**config.mk**
```make
export PLATFORM = sky130hd
export DESIGN_NAME = acr_cap_regs
export DESIGN_NICKNAME = d
export VERILOG_FILES = /design/src/acr_pkg.sv /design/src/acr_egress_check.sv /design/src/acr_cap_regs.sv
export VERILOG_INCLUDE_DIRS = /design/src
export SDC_FILE = /design/constraint.sdc
export NUM_CORES = 1
export LEC_CHECK = 0
export BUFFER_PORTS_ARGS = -buffer_cell sky130_fd_sc_hd__buf_2
export CAP_MARGIN = 20
export CORE_MARGIN = 2
export CORE_UTILIZATION = 43
export CTS_BUF_LIST = sky130_fd_sc_hd__clkbuf_2
export DETAILED_ROUTE_END_ITERATION = 10
export GPL_TIMING_DRIVEN = 1
export PLACE_DENSITY = 0.81
export SKIP_LAST_GASP = 1
export SYNTH_ARGS = -nofsm -noshare
export SYNTH_HDL_FRONTEND = slang
export SYNTH_SLANG_ARGS = --single-unit
```
**constraint.sdc**
```tcl
create_clock -name sys_clk -period 1.4 [get_ports sys_clk]
set_input_delay 0.14 -clock sys_clk [delete_from_list [all_inputs] [get_ports sys_clk]]
set_output_delay 0.14 -clock sys_clk [all_outputs]
set_load 0.03 [all_outputs]
```
**src/acr_defs.svh**
```systemverilog
// register offsets, field positions, fixed values and reset values of the capability bank
`ifndef ACR_DEFS_SVH
`define ACR_DEFS_SVH
`define ACR_PWR_BUDGET_HDR_OFF 12'h20c
`define ACR_ACS_HDR_OFF 12'h220
`define ACR_ACS_CAP_OFF 12'h224
`define ACR_EGRESS_OFF 12'h228
`define ACR_LTR_HDR_OFF 12'h230
`define ACR_SNOOP_LAT_OFF 12'h234
`define ACR_ACS_CAP_ID 16'h000d
`define ACR_LTR_CAP_ID 16'h0018
`define ACR_PWR_CAP_ID 16'h0004
`define ACR_CAP_VERSION 4'h1
`define ACR_NEXT_END 12'h000
`define ACR_PWR_NEXT_UP 12'h230
`define ACR_PWR_NEXT_DOWN 12'h220
`define ACR_FEATURE_IMPL 7'h7f
`define ACR_EGRESS_SIZE 8'h08
`define ACR_ENABLE_LSB 16
`define ACR_SIZE_LSB 8
`define ACR_SCALE_LSB 10
`define ACR_ENABLE_RST 7'h00
`define ACR_EGRESS_RST 8'h00
`define ACR_SNOOP_VAL_RST 10'h000
`define ACR_SNOOP_SCALE_RST 3'h0
`endif

```
**src/acr_pkg.sv**
```systemverilog
// shared types of the capability bank
package acr_pkg;
   // index of each ACS feature, same order in implemented and enable bits
   typedef enum logic [2:0] {
      ACR_SRC_VALID, ACR_XLATE_BLOCK, ACR_REQ_REDIR, ACR_CPL_REDIR,
      ACR_UP_FWD, ACR_EGRESS_CTRL, ACR_DIRECT_XLATE
   } acr_feature_type;
   // verdict on a peer-to-peer request
   typedef enum logic [1:0] {
      ACR_ROUTE_NORMAL, ACR_ROUTE_REDIRECT, ACR_ROUTE_BLOCK
   } acr_route_type;
endpackage

```
**src/acr_egress_check.sv**
```systemverilog
// egress decision for one peer-to-peer request on a downstream port
`timescale 1ns/1ps
module acr_egress_check #(
   parameter int PORTS = 8
) (
   input wire logic sys_clk,
   input wire logic srst,
   input wire logic [6:0] enable,
   input wire logic [PORTS-1:0] egress_vector,
   input wire logic req_valid,
   input wire logic [2:0] req_target,
   input wire logic req_is_cpl,
   output acr_pkg::acr_route_type route,
   output logic route_valid
);
   typedef struct packed {
      acr_pkg::acr_route_type route;
      logic valid;
   } acr_chk_state_type;
   acr_chk_state_type state_reg;
   acr_chk_state_type state_next;
   logic hit;
   logic redir_on;

   ////////////////////////////////////////////////////////////////////////
   // verdict: redirect wins, then egress block on a vector hit, else normal
   always_comb begin
      state_next = state_reg;
      hit = egress_vector[req_target];
      redir_on = req_is_cpl ? enable[acr_pkg::ACR_CPL_REDIR] : enable[acr_pkg::ACR_REQ_REDIR];
      state_next.valid = req_valid;
      if (req_valid) begin
         if (enable[acr_pkg::ACR_EGRESS_CTRL] && hit) begin
            state_next.route = redir_on ? acr_pkg::ACR_ROUTE_REDIRECT : acr_pkg::ACR_ROUTE_BLOCK;
         end else if (redir_on) begin
            state_next.route = acr_pkg::ACR_ROUTE_REDIRECT;
         end else begin
            state_next.route = acr_pkg::ACR_ROUTE_NORMAL;
         end
      end
      if (srst) begin
         state_next.route = acr_pkg::ACR_ROUTE_NORMAL;
         state_next.valid = 1'b0;
      end
   end

   always_ff @(posedge sys_clk) begin
      state_reg <= state_next;
   end

   assign route = state_reg.route;
   assign route_valid = state_reg.valid;
endmodule

```
**src/acr_cap_regs.sv**
```systemverilog
// ACS and LTR extended capability register bank of one switch port
//
// Design decision made here: the plain strobed port.
`timescale 1ns/1ps
`include "acr_defs.svh"

// How it works
// - ACS header reads ID 000Dh, version 1, end
// - seven ACS feature bits read as one
// - egress vector size field reads 08h
// - seven ACS enables, read-write, reset zero
// - egress vector read-write, blocks peer traffic
// - LTR header reads ID 0018h, version 1, end
// - snoop latency value bits 9:0, reset zero
// - snoop latency scale bits 12:10, reset zero
// - ACS downstream only, LTR upstream only
// - power budget next pointer 230h or 220h
module acr_cap_regs #(
   parameter int EGRESS_PORTS = 8
) (
   input wire logic sys_clk,
   input wire logic srst,
   input wire logic is_upstream,
   input wire logic [11:0] addr,
   input wire logic [31:0] wdata,
   input wire logic wr_stb,
   input wire logic rd_stb,
   output logic [31:0] rdata,
   output logic [6:0] acs_enable,
   output logic [EGRESS_PORTS-1:0] egress_vector,
   output logic [9:0] snoop_value,
   output logic [2:0] snoop_scale,
   input wire logic p2p_valid,
   input wire logic [2:0] p2p_target,
   input wire logic p2p_is_cpl,
   output acr_pkg::acr_route_type p2p_route,
   output logic p2p_route_valid
);
   typedef struct packed {
      logic [6:0] enable;
      logic [EGRESS_PORTS-1:0] egress;
      logic [9:0] snoop_val;
      logic [2:0] snoop_scale;
      logic [31:0] rdata;
   } acr_bank_state_type;

   acr_bank_state_type state_reg;
   acr_bank_state_type state_next;
   logic [31:0] read_word;
   logic [6:0] check_enable;

   ////////////////////////////////////////////////////////////////////////
   // decoding helpers; offset_present serves read and write paths, cap_header only the read path

   // a capability header word from its parts
   function automatic logic [31:0] cap_header(input logic [15:0] id, input logic [11:0] next_off);
      cap_header = {next_off, `ACR_CAP_VERSION, id};
   endfunction

   // true when the offset belongs to the structure this port implements
   function automatic logic offset_present(input logic [11:0] a, input logic up);
      logic acs_side;
      acs_side = (a == `ACR_ACS_HDR_OFF) || (a == `ACR_ACS_CAP_OFF) || (a == `ACR_EGRESS_OFF);
      // ACS only downstream, LTR only upstream
      if (acs_side) begin
         offset_present = !up;
      end else if ((a == `ACR_LTR_HDR_OFF) || (a == `ACR_SNOOP_LAT_OFF)) begin
         offset_present = up;
      end else begin
         offset_present = (a == `ACR_PWR_BUDGET_HDR_OFF);
      end
   endfunction

   ////////////////////////////////////////////////////////////////////////
   // read mux; unmapped or absent offsets read zero
   always_comb begin
      read_word = 32'h0000_0000;
      if (!offset_present(addr, is_upstream)) begin
         read_word = 32'h0000_0000;
      end else if (addr == `ACR_PWR_BUDGET_HDR_OFF) begin
         // link into whichever structure this port has
         read_word = cap_header(`ACR_PWR_CAP_ID, is_upstream ? `ACR_PWR_NEXT_UP : `ACR_PWR_NEXT_DOWN);
      end else if (addr == `ACR_ACS_HDR_OFF) begin
         read_word = cap_header(`ACR_ACS_CAP_ID, `ACR_NEXT_END);
      end else if (addr == `ACR_ACS_CAP_OFF) begin
         read_word[6:0] = `ACR_FEATURE_IMPL;
         read_word[`ACR_SIZE_LSB +: 8] = `ACR_EGRESS_SIZE;
         read_word[`ACR_ENABLE_LSB +: 7] = state_reg.enable;
      end else if (addr == `ACR_EGRESS_OFF) begin
         read_word[EGRESS_PORTS-1:0] = state_reg.egress;
      end else if (addr == `ACR_LTR_HDR_OFF) begin
         read_word = cap_header(`ACR_LTR_CAP_ID, `ACR_NEXT_END);
      end else begin
         read_word[9:0] = state_reg.snoop_val;
         read_word[`ACR_SCALE_LSB +: 3] = state_reg.snoop_scale;
      end
   end

   ////////////////////////////////////////////////////////////////////////
   // register updates; only writable fields are taken from wdata
   always_comb begin
      state_next = state_reg;
      state_next.rdata = rd_stb ? read_word : 32'h0000_0000;
      if (wr_stb && offset_present(addr, is_upstream)) begin
         if (addr == `ACR_ACS_CAP_OFF) begin
            // enables writable, bit 7 and 31:23 dropped
            state_next.enable = wdata[`ACR_ENABLE_LSB +: 7];
         end else if (addr == `ACR_EGRESS_OFF) begin
            state_next.egress = wdata[EGRESS_PORTS-1:0];
         end else if (addr == `ACR_SNOOP_LAT_OFF) begin
            state_next.snoop_val = wdata[9:0];
            state_next.snoop_scale = wdata[`ACR_SCALE_LSB +: 3];
         end
      end
      if (srst) begin
         state_next.enable = `ACR_ENABLE_RST;
         state_next.egress = '0;
         state_next.snoop_val = `ACR_SNOOP_VAL_RST;
         state_next.snoop_scale = `ACR_SNOOP_SCALE_RST;
         state_next.rdata = 32'h0000_0000;
      end
   end

   always_ff @(posedge sys_clk) begin
      state_reg <= state_next;
   end

   ////////////////////////////////////////////////////////////////////////
   // outputs to the forwarding logic
   assign rdata = state_reg.rdata;
   assign acs_enable = state_reg.enable;
   assign egress_vector = state_reg.egress;
   assign snoop_value = state_reg.snoop_val;
   assign snoop_scale = state_reg.snoop_scale;

   // upstream port has no ACS, so no control acts there
   assign check_enable = is_upstream ? 7'h00 : state_reg.enable;

   // per-request egress verdict; a register stage keeps it off the bus timing
   acr_egress_check #(
      .PORTS(EGRESS_PORTS)
   ) u_check (
      .sys_clk(sys_clk),
      .srst(srst),
      .enable(check_enable),
      .egress_vector(state_reg.egress),
      .req_valid(p2p_valid),
      .req_target(p2p_target),
      .req_is_cpl(p2p_is_cpl),
      .route(p2p_route),
      .route_valid(p2p_route_valid)
   );

   ////////////////////////////////////////////////////////////////////////
   // checks
   AST_ACS_HDR: assert property (@(posedge sys_clk) disable iff (srst)
      rd_stb && !is_upstream && addr == `ACR_ACS_HDR_OFF |=> rdata == 32'h0001_000d)
      else $error("ACS header read wrong");
   AST_FEATURES: assert property (@(posedge sys_clk) disable iff (srst)
      rd_stb && !is_upstream && addr == `ACR_ACS_CAP_OFF |=> rdata[7:0] == 8'h7f)
      else $error("feature bits wrong");
   AST_SIZE: assert property (@(posedge sys_clk) disable iff (srst)
      rd_stb && !is_upstream && addr == `ACR_ACS_CAP_OFF |=> rdata[15:8] == 8'h08)
      else $error("vector size wrong");
   AST_ENABLE_WR: assert property (@(posedge sys_clk) disable iff (srst)
      wr_stb && !is_upstream && addr == `ACR_ACS_CAP_OFF
      |=> acs_enable == $past(wdata[`ACR_ENABLE_LSB +: 7]))
      else $error("enable write not read back");
   AST_EGRESS_RST: assert property (@(posedge sys_clk)
      $fell(srst) |-> egress_vector == 8'h00 && acs_enable == 7'h00)
      else $error("egress or enables not cleared by reset");
   AST_LTR_HDR: assert property (@(posedge sys_clk) disable iff (srst)
      rd_stb && is_upstream && addr == `ACR_LTR_HDR_OFF |=> rdata == 32'h0001_0018)
      else $error("LTR header read wrong");
   AST_SNOOP_WR: assert property (@(posedge sys_clk) disable iff (srst)
      wr_stb && is_upstream && addr == `ACR_SNOOP_LAT_OFF |=> snoop_value == $past(wdata[9:0]))
      else $error("snoop value not written");
   AST_SCALE_WR: assert property (@(posedge sys_clk) disable iff (srst)
      wr_stb && is_upstream && addr == `ACR_SNOOP_LAT_OFF |=> snoop_scale == $past(wdata[12:10]))
      else $error("snoop scale not written");
   AST_ABSENT: assert property (@(posedge sys_clk) disable iff (srst)
      rd_stb && is_upstream && addr == `ACR_EGRESS_OFF |=> rdata == 32'h0000_0000)
      else $error("ACS visible on upstream port");
   AST_PWR_NEXT: assert property (@(posedge sys_clk) disable iff (srst)
      rd_stb && addr == `ACR_PWR_BUDGET_HDR_OFF
      |=> rdata[31:20] == ($past(is_upstream) ? 12'h230 : 12'h220))
      else $error("power budget next pointer wrong");
   AST_RSVD: assert property (@(posedge sys_clk) disable iff (srst)
      rd_stb && addr == `ACR_SNOOP_LAT_OFF |=> rdata[31:13] == 19'h0)
      else $error("reserved bits not zero");
   AST_NO_ACS_NORMAL: assert property (@(posedge sys_clk) disable iff (srst)
      p2p_valid && acs_enable == 7'h00 |=> p2p_route_valid && p2p_route == acr_pkg::ACR_ROUTE_NORMAL)
      else $error("traffic altered with controls off");

   ////////////////////////////////////////////////////////////////////////
   // field level checks; reads compare against the register value one cycle back

   AST_EGRESS_WR: assert property (@(posedge sys_clk) disable iff (srst)
      wr_stb && !is_upstream && addr == `ACR_EGRESS_OFF
      |=> egress_vector == $past(wdata[EGRESS_PORTS-1:0]))
      else $error("egress write lost");

   AST_EGRESS_RD: assert property (@(posedge sys_clk) disable iff (srst)
      rd_stb && !is_upstream && addr == `ACR_EGRESS_OFF
      |=> rdata[EGRESS_PORTS-1:0] == $past(egress_vector))
      else $error("egress read wrong");

   AST_EGRESS_RSVD: assert property (@(posedge sys_clk) disable iff (srst)
      rd_stb && !is_upstream && addr == `ACR_EGRESS_OFF
      |=> (rdata >> EGRESS_PORTS) == 32'h0000_0000)
      else $error("egress reserved bits set");

   AST_ENABLE_RD: assert property (@(posedge sys_clk) disable iff (srst)
      rd_stb && !is_upstream && addr == `ACR_ACS_CAP_OFF
      |=> rdata[22:16] == $past(acs_enable))
      else $error("enable read wrong");

   AST_CAP_RSVD: assert property (@(posedge sys_clk) disable iff (srst)
      rd_stb && !is_upstream && addr == `ACR_ACS_CAP_OFF
      |=> rdata[31:23] == 9'h000 && !rdata[7])
      else $error("capability reserved bits set");

   AST_ENABLE_RST: assert property (@(posedge sys_clk)
      srst
      |=> acs_enable == 7'h00)
      else $error("enables not cleared");

   AST_SNOOP_RST: assert property (@(posedge sys_clk)
      srst
      |=> snoop_value == 10'h000)
      else $error("snoop value not cleared");

   AST_SCALE_RST: assert property (@(posedge sys_clk)
      srst
      |=> snoop_scale == 3'h0)
      else $error("snoop scale not cleared");

   AST_LTR_ABSENT: assert property (@(posedge sys_clk) disable iff (srst)
      rd_stb && !is_upstream && addr == `ACR_LTR_HDR_OFF
      |=> rdata == 32'h0000_0000)
      else $error("LTR visible downstream");

   AST_SNOOP_LOCKED: assert property (@(posedge sys_clk) disable iff (srst)
      wr_stb && !is_upstream && addr == `ACR_SNOOP_LAT_OFF
      |=> snoop_value == $past(snoop_value) && snoop_scale == $past(snoop_scale))
      else $error("snoop written downstream");

   AST_ACS_LOCKED: assert property (@(posedge sys_clk) disable iff (srst)
      wr_stb && is_upstream && addr == `ACR_ACS_CAP_OFF
      |=> acs_enable == $past(acs_enable))
      else $error("enables written upstream");

   AST_SNOOP_RD: assert property (@(posedge sys_clk) disable iff (srst)
      rd_stb && is_upstream && addr == `ACR_SNOOP_LAT_OFF
      |=> rdata[9:0] == $past(snoop_value))
      else $error("snoop value read wrong");

   AST_SCALE_RD: assert property (@(posedge sys_clk) disable iff (srst)
      rd_stb && is_upstream && addr == `ACR_SNOOP_LAT_OFF
      |=> rdata[12:10] == $past(snoop_scale))
      else $error("snoop scale read wrong");

   AST_UP_NORMAL: assert property (@(posedge sys_clk) disable iff (srst)
      p2p_valid && is_upstream
      |=> p2p_route_valid && p2p_route == acr_pkg::ACR_ROUTE_NORMAL)
      else $error("upstream traffic altered");

   AST_BLOCK: assert property (@(posedge sys_clk) disable iff (srst)
      p2p_valid && !is_upstream && acs_enable[5] && egress_vector[p2p_target]
      && !(p2p_is_cpl ? acs_enable[3] : acs_enable[2])
      |=> p2p_route == acr_pkg::ACR_ROUTE_BLOCK)
      else $error("egress hit not blocked");

   AST_REDIRECT: assert property (@(posedge sys_clk) disable iff (srst)
      p2p_valid && !is_upstream && (p2p_is_cpl ? acs_enable[3] : acs_enable[2])
      |=> p2p_route == acr_pkg::ACR_ROUTE_REDIRECT)
      else $error("redirect not applied");

   AST_NO_BLOCK: assert property (@(posedge sys_clk) disable iff (srst)
      p2p_valid && !(acs_enable[5] && egress_vector[p2p_target])
      |=> p2p_route != acr_pkg::ACR_ROUTE_BLOCK)
      else $error("block without egress hit");

   AST_ROUTE_PULSE: assert property (@(posedge sys_clk) disable iff (srst)
      !p2p_valid
      |=> !p2p_route_valid)
      else $error("verdict without request");

   AST_PWR_ID: assert property (@(posedge sys_clk) disable iff (srst)
      rd_stb && addr == `ACR_PWR_BUDGET_HDR_OFF
      |=> rdata[19:0] == 20'h1_0004)
      else $error("power budget id wrong");

   AST_RDATA_IDLE: assert property (@(posedge sys_clk) disable iff (srst)
      !rd_stb
      |=> rdata == 32'h0000_0000)
      else $error("read data without read");

   AST_EGRESS_HOLD: assert property (@(posedge sys_clk) disable iff (srst)
      !wr_stb
      |=> egress_vector == $past(egress_vector))
      else $error("egress changed without write");

   AST_ENABLE_HOLD: assert property (@(posedge sys_clk) disable iff (srst)
      !wr_stb
      |=> acs_enable == $past(acs_enable))
      else $error("enables changed without write");

   AST_SNOOP_HOLD: assert property (@(posedge sys_clk) disable iff (srst)
      !wr_stb
      |=> snoop_value == $past(snoop_value) && snoop_scale == $past(snoop_scale))
      else $error("latency changed without write");

   for (genvar i = 0; i < 7; i++) begin : g_en_chk
      AST_EN_BIT: assert property (@(posedge sys_clk) disable iff (srst)
         wr_stb && !is_upstream && addr == `ACR_ACS_CAP_OFF
         |=> acs_enable[i] == $past(wdata[`ACR_ENABLE_LSB + i]))
         else $error("enable bit not written");
   end
endmodule

```
==> metrics.md, run 1 <==
| Metric | Value |
|---|---|
| Share of post-route cells with drive strength above 1 | `39.7%` |
| Required time at the worst-slack endpoint | `1.26 ns` |
| Effective utilization at floorplan | `44.7%` |
| Max Fclk | `0.778 GHz` |
| Gr ovfl total | `0` |
| Synth Register Bits | `53` |
| Global-route total usage across every layer | `21.9%` |
| Number of hold violations in the final report | `0` |
| Number of input and output port buffers inserted | `95` |
| Share of the cycle needed by the critical path after routing | `91.8%` |
| Crit Path Max Fanout | `3` |
| Average cell area after synthesis | `9.90 um^2` |
| Crit end category | `primary output` |
| Time the worst path needs with I/O delays and setup | `1.29 ns` |
| Unique cell type count in the Yosys netlist | `51` |
| 1st-iter DRT viols | `110` |
| Max stage delay on crit path | `0.40 ns` |
| Commonest cells after routing, fill and taps aside | `sky130_fd_sc_hd__buf_2, sky130_fd_sc_hd__dfxtp_1, sky130_fd_sc_hd__buf_4` |
| Peak ir drop on the vdd network | `0.672 mV` |
| Skew final | `0.0180 ns` |
| Area growth, synth to finish | `38.7%` |
| Multi-input logic area | `1230 um^2` |
| Worst slack at placement | `-0.127 ns` |
| Clock input transition at the sequential cells of the worst setup and hold paths | `0.24 ns` |
| Data arrival time of the worst path | `1.15 ns` |
| Antenna violations before repair | `0` |
| Fill cell total of the finished layout | `504` |
| Clock root buffer | `sky130_fd_sc_hd__clkbuf_2` |
| Residual DRC | `0` |
| Detail Placement HPWL | `5.16 mm` |
| # setup viols final | `0` |
| Wire length reported by the detailed router | `6.82 mm` |
| Minimum hold slack | `0.0366 ns` |
| Global-route wire length before repair | `10.7 mm` |
| Share of synthesized flip-flops with an asynchronous set or reset | `0%` |
| Cells along the critical path | `buf_4 -> buf_2` |
| Sequential cell area | `1060 um^2` |
| Die boundary width | `79.9 um` |
| Ant diodes | `0` |
| TritonCTS clock tree | `built` |
| Number of cells produced by synthesis | `250` |
| Kind of critical path | `reg2out` |
| Result of the run | `complete, no violations` |
| Deepest level of the CTS H-tree | `2` |
| Count of nets left with antenna violations after detail routing | `0` |
| Non-Filler Instances | `462` |
| Max-capacitance violation count | `0` |
| PwrDens | `714 nW/um^2` |
| TritonCTS Sinks | `53` |
| Number of buffers added by the clock tree synthesis step | `5` |
| Combined area of all synthesized cells | `2480 um^2` |
| Die area | `6380 um^2` |
| Sequential-to-total area share from yosys stat | `42.8%` |
| Weighted congestion reported at the end of routability-driven placement | `0.875` |
| Synthesis Warnings | `0` |
| Latest clock arrival within the worst-skew pair | `0.45 ns` |
| RSZ-0062 raised after global routing | `no` |
| Type of origin of the critical path | `flip-flop` |
| Commonest non-fill, non-tap cell in the layout | `sky130_fd_sc_hd__buf_2` |
| Leakage Power | `1.49 nW` |
| Die Height | `79.9 um` |
| Worst min-delay path class | `in2reg` |
| Number of rows in the core area | `27` |
| Pin count of the biggest net entering global routing | `27` |
| Vias in the first global route | `2,400` |
| Floorplan core area | `5540 um^2` |
| Slack of the critical path | `0.115 ns` |
| Routed via count divided by cell count | `5.13` |
| Prevailing post-synth register cell | `sky130_fd_sc_hd__dfxtp_1` |
| Via Count | `2,370` |
| Standard cell with the maximum stage delay on the critical path | `sky130_fd_sc_hd__dfxtp_2` |
| Clock buffer depth | `2` |
| Final Slew Violations | `0` |
| Setup repair bufs after CTS | `0` |
| Top-Level Pins | `117` |
| Number of enable-type register cells in the synthesized netlist | `0` |
| Pre-antenna DRT Iters | `5` |
| Average wire per cell in the routed design | `14.8 um` |
| Fin nets | `444` |
| # placed instances | `433` |
report_power, final:
part	total, mW	internal, mW	switching [mW]
clock network	0.567	0.107	0.460
logic	0.368	0.174	0.194
registers	1.52	1.52	0.000943
total	2.45	1.80	0.655
synth_stat cells, types with 4 or more instances:
library cell               n  area (um^2)
sky130_fd_sc_hd__a21oi_1  20          100
sky130_fd_sc_hd__and2_1   12         75.1
sky130_fd_sc_hd__buf_2     7         35.0
sky130_fd_sc_hd__buf_4    13         97.6
sky130_fd_sc_hd__buf_6     4         45.0
sky130_fd_sc_hd__dfxtp_1  53         1060
sky130_fd_sc_hd__inv_1     4         15.0
sky130_fd_sc_hd__mux2i_1  15          150
sky130_fd_sc_hd__nand2_1   9         33.8
sky130_fd_sc_hd__nand4_1  18          113
sky130_fd_sc_hd__nor2_1   22         82.6
sky130_fd_sc_hd__nor2b_1   5         31.3
sky130_fd_sc_hd__nor3_1    5         25.0
sky130_fd_sc_hd__o21ai_0   9         45.0
sky130_fd_sc_hd__o21ai_1  10         50.1
stage by stage:
stage	total power [mW]	utilization [%]	instance area, um^2	setup TNS [ns]
after detailed placement	1.86	57.3	3180	-2.18
after floorplan	1.75	-	2510	0
after global routing	2.55	62.0	3430	0
after CTS	2.47	61.9	3430	0
final	2.45	62.0	3430	0
after global placement	1.86	57.3	3180	-1.15
cell families (layout without fill, tap and decap cells):
logic type             after synthesis  count (layout)  share of synthesized area, %
other                                1               9                         0.151
buffers and inverters               32             164                          8.84
XOR/XNOR                             3               3                          1.36
multiplexers                        17              17                          7.88
AND/OR/NAND/NOR                     88              88                          22.8
AO/OA/AOI/OAI                       56              56                          16.1
flip-flops                          53              53                          42.9
critical path: cells and delay by family, from the launching register on:
kind / cells / cell delay (ns)
buf+inv: 2 / 0.31
flops: 1 / 0.40
flip-flops by register name, indices dropped and copies added, names as in the netlist:
register	count
u_check.route	2
u_check.route_valid	1
acs_enable	7
rdata	22
egress_vector	8
snoop_scale	3
snoop_value	10
final timing paths:
check / startpoint / endpoint / slack, ns / cells after the start
max: egress_vector[7] / egress_vector[7] / 0.11 / 2
min: p2p_target[0] / u_check.route[1] / 0.04 / 3
max reg2reg: egress_vector[1] / u_check.route[1] / 0.13 / 3
min reg2reg: acs_enable[4] / rdata[20] / 0.48 / 1
area by class of cell:
class | count | area share, %
clock inverters | 2 | 0.328
multi-input cells | 173 | 35.7
well taps | 72 | 2.62
clock buffers | 5 | 0.729
inverters | 4 | 0.437
repair buffers | 153 | 29.2
flip-flops and latches | 53 | 30.9
layer usage:
layer | routed length, um | global-route usage, % | vias to the layer above
met2 | 3650 | 40.6 | 79
li1 | - | - | 1162
met3 | 473 | 6.67 | 8
met5 | 0 | 0 | -
met1 | 2620 | 23.2 | 1121
met4 | 83 | 7.29 | 0
what timing repair did:
action | CTS | global route
setup endpoints to repair | 0 | 1
endpoints found under the hold margin | 31 | 0
hold buffers | 22 | 0
gates resized for setup | 0 | 1
(Power assumes the default switching activity.)
==> run 2, diff against run 1 <==
- CORE_ASPECT_RATIO: default -> 0.75
==> run 2 against run 1 <==
Register-to-register slack got worse by 0.04 ns. Clock-buffer cell count unchanged. Sequential power about the same. Core utilization rose by 2.1 points. Clock skew increased by 0.021 ns. Wire length increased by 6.6%. Power grew 3.0%. Largest cell class unchanged.
==> metrics.md, run 2 (synthesis results as in run 1) <==
| Metric | Value |
|---|---|
| Result of the run | `complete, no violations` |
| Minimum hold slack | `0.0782 ns` |
| Number of input and output port buffers inserted | `95` |
| Standard cell with the maximum stage delay on the critical path | `sky130_fd_sc_hd__dfxtp_1` |
| Skew final | `0.0393 ns` |
| Average wire per cell in the routed design | `15.4 um` |
| Number of rows in the core area | `23` |
| Die area | `6390 um^2` |
| Hold Crit Depth | `3` |
| Commonest non-fill, non-tap cell in the layout | `sky130_fd_sc_hd__buf_2` |
| Floorplan core area | `5440 um^2` |
| Number of hold violations in the final report | `0` |
| Die boundary width | `91.6 um` |
| Weighted congestion reported at the end of routability-driven placement | `0.817` |
| Worst slew margin relative to its limit | `62.8%` |
| Share of the cycle needed by the critical path after routing | `94.3%` |
| Detail Placement HPWL | `5.30 mm` |
| Area growth, synth to finish | `40.8%` |
| # setup viols final | `0` |
| Share of post-route cells with drive strength above 1 | `41.6%` |
| Reg2Reg Launch Point | `egress_vector[7]` |
| Pin count of the biggest net entering global routing | `28` |
| Start point of the worst hold path | `p2p_target[0]` |
| Data arrival time of the worst path | `1.18 ns` |
| Crit end category | `primary output` |
| Max Fclk | `0.757 GHz` |
| Peak ir drop on the vdd network | `0.523 mV` |
| Kind of critical path | `reg2out` |
| 1st-iter DRT viols | `132` |
| Post-Place Cell Area | `3210 um^2` |
| Crit Path Max Fanout | `3` |
| Internal reg-to-reg setup slack | `0.09 ns` |
| Count of nets left with antenna violations after detail routing | `0` |
| Max-capacitance violation count | `0` |
| Worst Reg-to-Reg Cells | `3` |
| Cells along the critical path | `buf_4 -> buf_2` |
| Effective utilization at floorplan | `45.5%` |
| Number of buffers added by the clock tree synthesis step | `5` |
| Post-layout instance area | `3490 um^2` |
| Residual DRC | `0` |
| Clock input transition at the sequential cells of the worst setup and hold paths | `0.29 ns` |
| Global-route total usage across every layer | `22.9%` |
| Number of flip-flops under the largest register name | `22` |
| Clock buffer depth | `2` |
| PwrDens | `724 nW/um^2` |
| Fin nets | `450` |
| Commonest cells after routing, fill and taps aside | `sky130_fd_sc_hd__buf_2, sky130_fd_sc_hd__dfxtp_1, sky130_fd_sc_hd__buf_4` |
| Worst min-delay path class | `in2reg` |
| Wire length reported by the detailed router | `7.27 mm` |
| Type of origin of the critical path | `flip-flop` |
| Leakage Power | `1.52 nW` |
| Antenna violations before repair | `0` |
| Max stage delay on crit path | `0.41 ns` |
| Routed via count divided by cell count | `5.03` |
| Ant diodes | `0` |
| Die Height | `69.7 um` |
| Time the worst path needs with I/O delays and setup | `1.32 ns` |
| Deepest level of the CTS H-tree | `2` |
| Required time at the worst-slack endpoint | `1.26 ns` |
| TritonCTS clock tree | `built` |
| Reg-to-Reg End | `u_check.route[1]` |
| Global-route wire length before repair | `11.7 mm` |
| Hold Crit Endpoint | `u_check.route[1]` |
| Pre-antenna DRT Iters | `4` |
| Transition at the pin with the smallest max-transition slack | `0.556 ns` |
| Final Slew Violations | `0` |
| Gr ovfl total | `0` |
| TritonCTS Sinks | `53` |
| RSZ-0062 raised after global routing | `no` |
| Clock root buffer | `sky130_fd_sc_hd__clkbuf_2` |
| Vias in the first global route | `2,478` |
| Latest clock arrival within the worst-skew pair | `0.45 ns` |
| Top-Level Pins | `117` |
| Via Count | `2,373` |
-- run 2: power breakdown --
group          leakage, nW  switching (mW)  total [mW]  internal [mW]
Sequential           0.429        0.000948        1.52           1.52
Combinational         1.07           0.201       0.367          0.166
Clock               0.0271           0.505       0.639          0.134
-- run 2: area by class of cell --
cell class	instances	area, um^2
clock inverters	3	26.3
inverters	4	15.0
clock buffers	5	25.0
fillers	465	1950
flip-flops and latches	53	1060
repair buffers	159	1040
multi-input cells	173	1230
well taps	75	93.8
-- run 2: metrics by stage --
step	setup slack [ns]	total power [mW]	util, %	TNS (ns)	instances
4_1_cts	0.0532	2.54	64.0	0	472
3_5_place_dp	-0.157	1.86	59.1	-4.83	442
3_3_place_gp	-0.126	1.85	59.1	-3.74	442
6_report	0.0791	2.52	64.1	0	472
2_1_floorplan	0.0191	1.75	-	0	258
5_1_grt	0.00368	2.64	64.1	0	472
-- run 2: what timing repair did --
action | CTS | global route
endpoints found under the hold margin | 31 | 0
setup buffers | 0 | 0
endpoints found under the setup margin | 0 | 3
resized for setup | 0 | 3
hold buffers | 22 | 0
-- run 2: how the worst max path moves through the flow --
stage                        to  slack, ns             start
2_1_floorplan  egress_vector[3]       0.02       is_upstream
3_3_place_gp           rdata[7]      -0.13           addr[1]
3_5_place_dp          rdata[17]      -0.16           addr[4]
4_1_cts        egress_vector[2]       0.05  egress_vector[2]
5_1_grt        egress_vector[0]      0.004  egress_vector[0]
6_report       egress_vector[0]       0.08  egress_vector[0]
-- run 2: worst max-delay path, delay by kind of cell, from the launching register on --
family,cells,cell delay (ns)
DFF,1,0.41
buffers and inverters,2,0.32
-- run 2: routing by layer --
metal	wire (um)	vias to the layer above	track usage (%)
li1	-	1179	-
met1	3190	1094	29.6
met2	3510	96	40.0
met3	544	4	4.02
met4	34	0	4.88
met5	0	-	0
==> run 3, diff against run 2 <==
- ABC_AREA: default -> 1
- PLACE_DENSITY: 0.81 -> 0.82
==> run 3 against run 2 <==
Wire length down 11%. Sequential cell count unchanged. Clock skew down 0.025 ns. Via count up 4.1%. Area after synthesis down 4.3%. Highest routed layer unchanged. Cell count up 17%. Power about the same. Critical path type is now in2reg.
==> metrics.md, run 3 <==
| Metric | Value |
|---|---|
| Result of the run | `complete, no violations` |
| Simple-gate share of the synthesized area | `34.0%` |
| Power share of the sequential group | `60.1%` |
| Final Slew Violations | `0` |
| Ant diodes | `0` |
| Effective utilization at floorplan | `44.5%` |
| Die area | `6120 um^2` |
| Routed via count divided by cell count | `4.48` |
| Worst min-delay path class | `in2reg` |
| Commonest cells after routing, fill and taps aside | `sky130_fd_sc_hd__buf_2, sky130_fd_sc_hd__nand2_1, sky130_fd_sc_hd__nor2_1` |
| Data arrival time of the worst path | `1.68 ns` |
| Share of synthesized area spent on multiplexers | `0%` |
| Internal power consumption | `1.93 mW` |
| Library cell with the largest summed area after synthesis | `sky130_fd_sc_hd__dfxtp_1` |
| Max-capacitance violation count | `0` |
| Setup repair bufs after CTS | `0` |
| Number of flip-flops under the largest register name | `22` |
| TritonCTS clock tree | `built` |
| Compound-gate portion of the synthesized area | `8.14%` |
| Type of origin of the critical path | `input pin` |
| Latest clock arrival within the worst-skew pair | `0.43 ns` |
| Skew final | `0.0141 ns` |
| Switch share | `23.6%` |
| Synthesis Warnings | `0` |
| Cell types with the highest counts after synthesis | `sky130_fd_sc_hd__nand2_1, sky130_fd_sc_hd__nor2_1, sky130_fd_sc_hd__dfxtp_1, sky130_fd_sc_hd__inv_1, sky130_fd_sc_hd__a21oi_1` |
| Commonest non-fill, non-tap cell in the layout | `sky130_fd_sc_hd__buf_2` |
| Part of the total power dissipated in the clock network | `30.1%` |
| Number of cells produced by synthesis | `335` |
| Area fraction of the dominant cell type after synthesis | `44.8%` |
| Kind of critical path | `in2reg` |
| Weighted congestion reported at the end of routability-driven placement | `0.867` |
| 1st-iter DRT viols | `131` |
| Clock input transition at the sequential cells of the worst setup and hold paths | `0.24 ns` |
| Fill cell total of the finished layout | `490` |
| Number of enable-type register cells in the synthesized netlist | `0` |
| Die Height | `68.3 um` |
| Share of the cycle needed by the critical path after routing | `91.7%` |
| Average cell area after synthesis | `7.07 um^2` |
| Fin nets | `529` |
| Xor/xnor cell area share of the yosys netlist | `0%` |
| Vias in the first global route | `2,329` |
| TritonCTS Sinks | `53` |
| Global-route total usage across every layer | `21.5%` |
| RSZ-0062 raised after global routing | `no` |
| Share of synthesized flip-flops with an asynchronous set or reset | `0%` |
| Detail Placement HPWL | `4.86 mm` |
| Crit end category | `flip-flop` |
| Synth Register Bits | `53` |
| Crit Path Max Fanout | `11` |
| Average wire per cell in the routed design | `11.7 um` |
| Peak ir drop on the vdd network | `0.397 mV` |
| Leakage Power | `1.81 nW` |
| Switching component of the power | `0.594 mW` |
| # setup viols final | `0` |
| Max Fclk | `0.779 GHz` |
| Combined area of all synthesized cells | `2370 um^2` |
| Wire length reported by the detailed router | `6.46 mm` |
| PwrDens | `757 nW/um^2` |
| Number of rows in the core area | `23` |
| Deepest level of the CTS H-tree | `2` |
| Required time at the worst-slack endpoint | `1.79 ns` |
| Number of hold violations in the final report | `0` |
| Die boundary width | `89.7 um` |
| Main combinational cell family by area after synthesis | `simple AND/OR/NAND/NOR gates` |
| Unique cell type count in the Yosys netlist | `30` |
| Share of power burned in combinational logic | `9.7%` |
| Top post-synthesis cells by area | `sky130_fd_sc_hd__dfxtp_1, sky130_fd_sc_hd__nand2_1, sky130_fd_sc_hd__nor2_1, sky130_fd_sc_hd__inv_1, sky130_fd_sc_hd__a21oi_1` |
| Number of input and output port buffers inserted | `95` |
| Residual DRC | `0` |
| Sum Neg Setup Slack | `0 ns` |
| Top-Level Pins | `117` |
| Share of post-route cells with drive strength above 1 | `31.5%` |
| Prevailing post-synth register cell | `sky130_fd_sc_hd__dfxtp_1` |
| Minimum hold slack | `0.0436 ns` |
| Arithmetic-cell share of the synthesized area counting full adders, half adders and majority gates | `0%` |
| Area growth, synth to finish | `40.8%` |
| Via Count | `2,471` |
| Clock root buffer | `sky130_fd_sc_hd__clkbuf_2` |
| Pre-antenna DRT Iters | `4` |
| Antenna violations before repair | `0` |
| Most frequently used cell type in the post-synthesis netlist | `sky130_fd_sc_hd__nand2_1` |
| Floorplan core area | `5320 um^2` |
| Sequential-to-total area share from yosys stat | `44.8%` |
| Time the worst path needs with I/O delays and setup | `1.28 ns` |
| Number of buffers added by the clock tree synthesis step | `5` |
| Global-route wire length before repair | `10.6 mm` |
| Pin count of the biggest net entering global routing | `27` |
| Gr ovfl total | `0` |
| Count of nets left with antenna violations after detail routing | `0` |
| Clock buffer depth | `2` |
[run 3: timing repair]
item	4_1_cts	5_1_grt
hold buffers	23	0
endpoints found under the setup margin	0	10
endpoints found under the hold margin	31	0
gates resized for setup	0	3
[run 3: final timing paths]
path,depth (start not counted),start,to,slack (ns)
max,9,srst,rdata[18],0.12
min,3,is_upstream,rdata[24],0.04
max reg2reg,7,acs_enable[3],u_check.route[1],0.18
min reg2reg,2,snoop_value[9],rdata[9],0.47
[run 3: metrics by stage]
step | area [um^2] | util, % | worst slack (ns) | power [mW] | instances
finish | 3330 | 62.6 | 0.116 | 2.52 | 551
CTS | 3320 | 62.4 | 0.0961 | 2.54 | 551
global placement | 3030 | 56.9 | -0.214 | 1.74 | 520
detailed placement | 3030 | 56.9 | -0.227 | 1.74 | 520
floorplan | 2400 | - | 0.0592 | 1.66 | 343
global route | 3330 | 62.6 | 0.00794 | 2.62 | 551
[run 3: cell families after synthesis]
family | after synthesis
compound gates | 32
buf+inv | 65
flops | 53
other cells | 1
simple gates | 184
[run 3: cell type report]
type	instances	area (um^2)	share of cell area, %
Clock buffer	6	30.0	0.901
Clock inverter	2	33.8	1.01
Inverter	49	184	5.52
Multi-Input combinational cell	225	1040	31.2
Sequential cell	53	1060	31.8
Tap cell	75	93.8	2.81
Timing Repair Buffer	141	891	26.7
[run 3: layer usage]
layer / vias to the layer above / wire (um) / track usage (%)
met1: 1099 / 3010 / 27.7
met5: - / 0 / 0
met2: 78 / 2970 / 37.7
li1: 1285 / - / -
met3: 9 / 401 / 4.74
met4: 0 / 74 / 5.58
[run 3: power groups by stage]
stage          registers (mW)  logic [mW]  clock network, mW
6_report                 1.52       0.246              0.760
3_3_place_gp             1.55       0.190                  0
2_1_floorplan            1.55       0.107                  0
3_5_place_dp             1.55       0.194                  0
4_1_cts                  1.52       0.243              0.781
5_1_grt                  1.52       0.270              0.826
[run 3: critical path, stage by stage]
cell                            delay, ns
sky130_fd_sc_hd__dlygate4sd3_1       0.56
sky130_fd_sc_hd__buf_2               0.21
sky130_fd_sc_hd__inv_1               0.10
sky130_fd_sc_hd__nand2_1             0.06
sky130_fd_sc_hd__inv_1               0.09
sky130_fd_sc_hd__nand3_4             0.11
sky130_fd_sc_hd__nor2_1              0.13
sky130_fd_sc_hd__nand2_2             0.13
sky130_fd_sc_hd__nor2_1              0.12
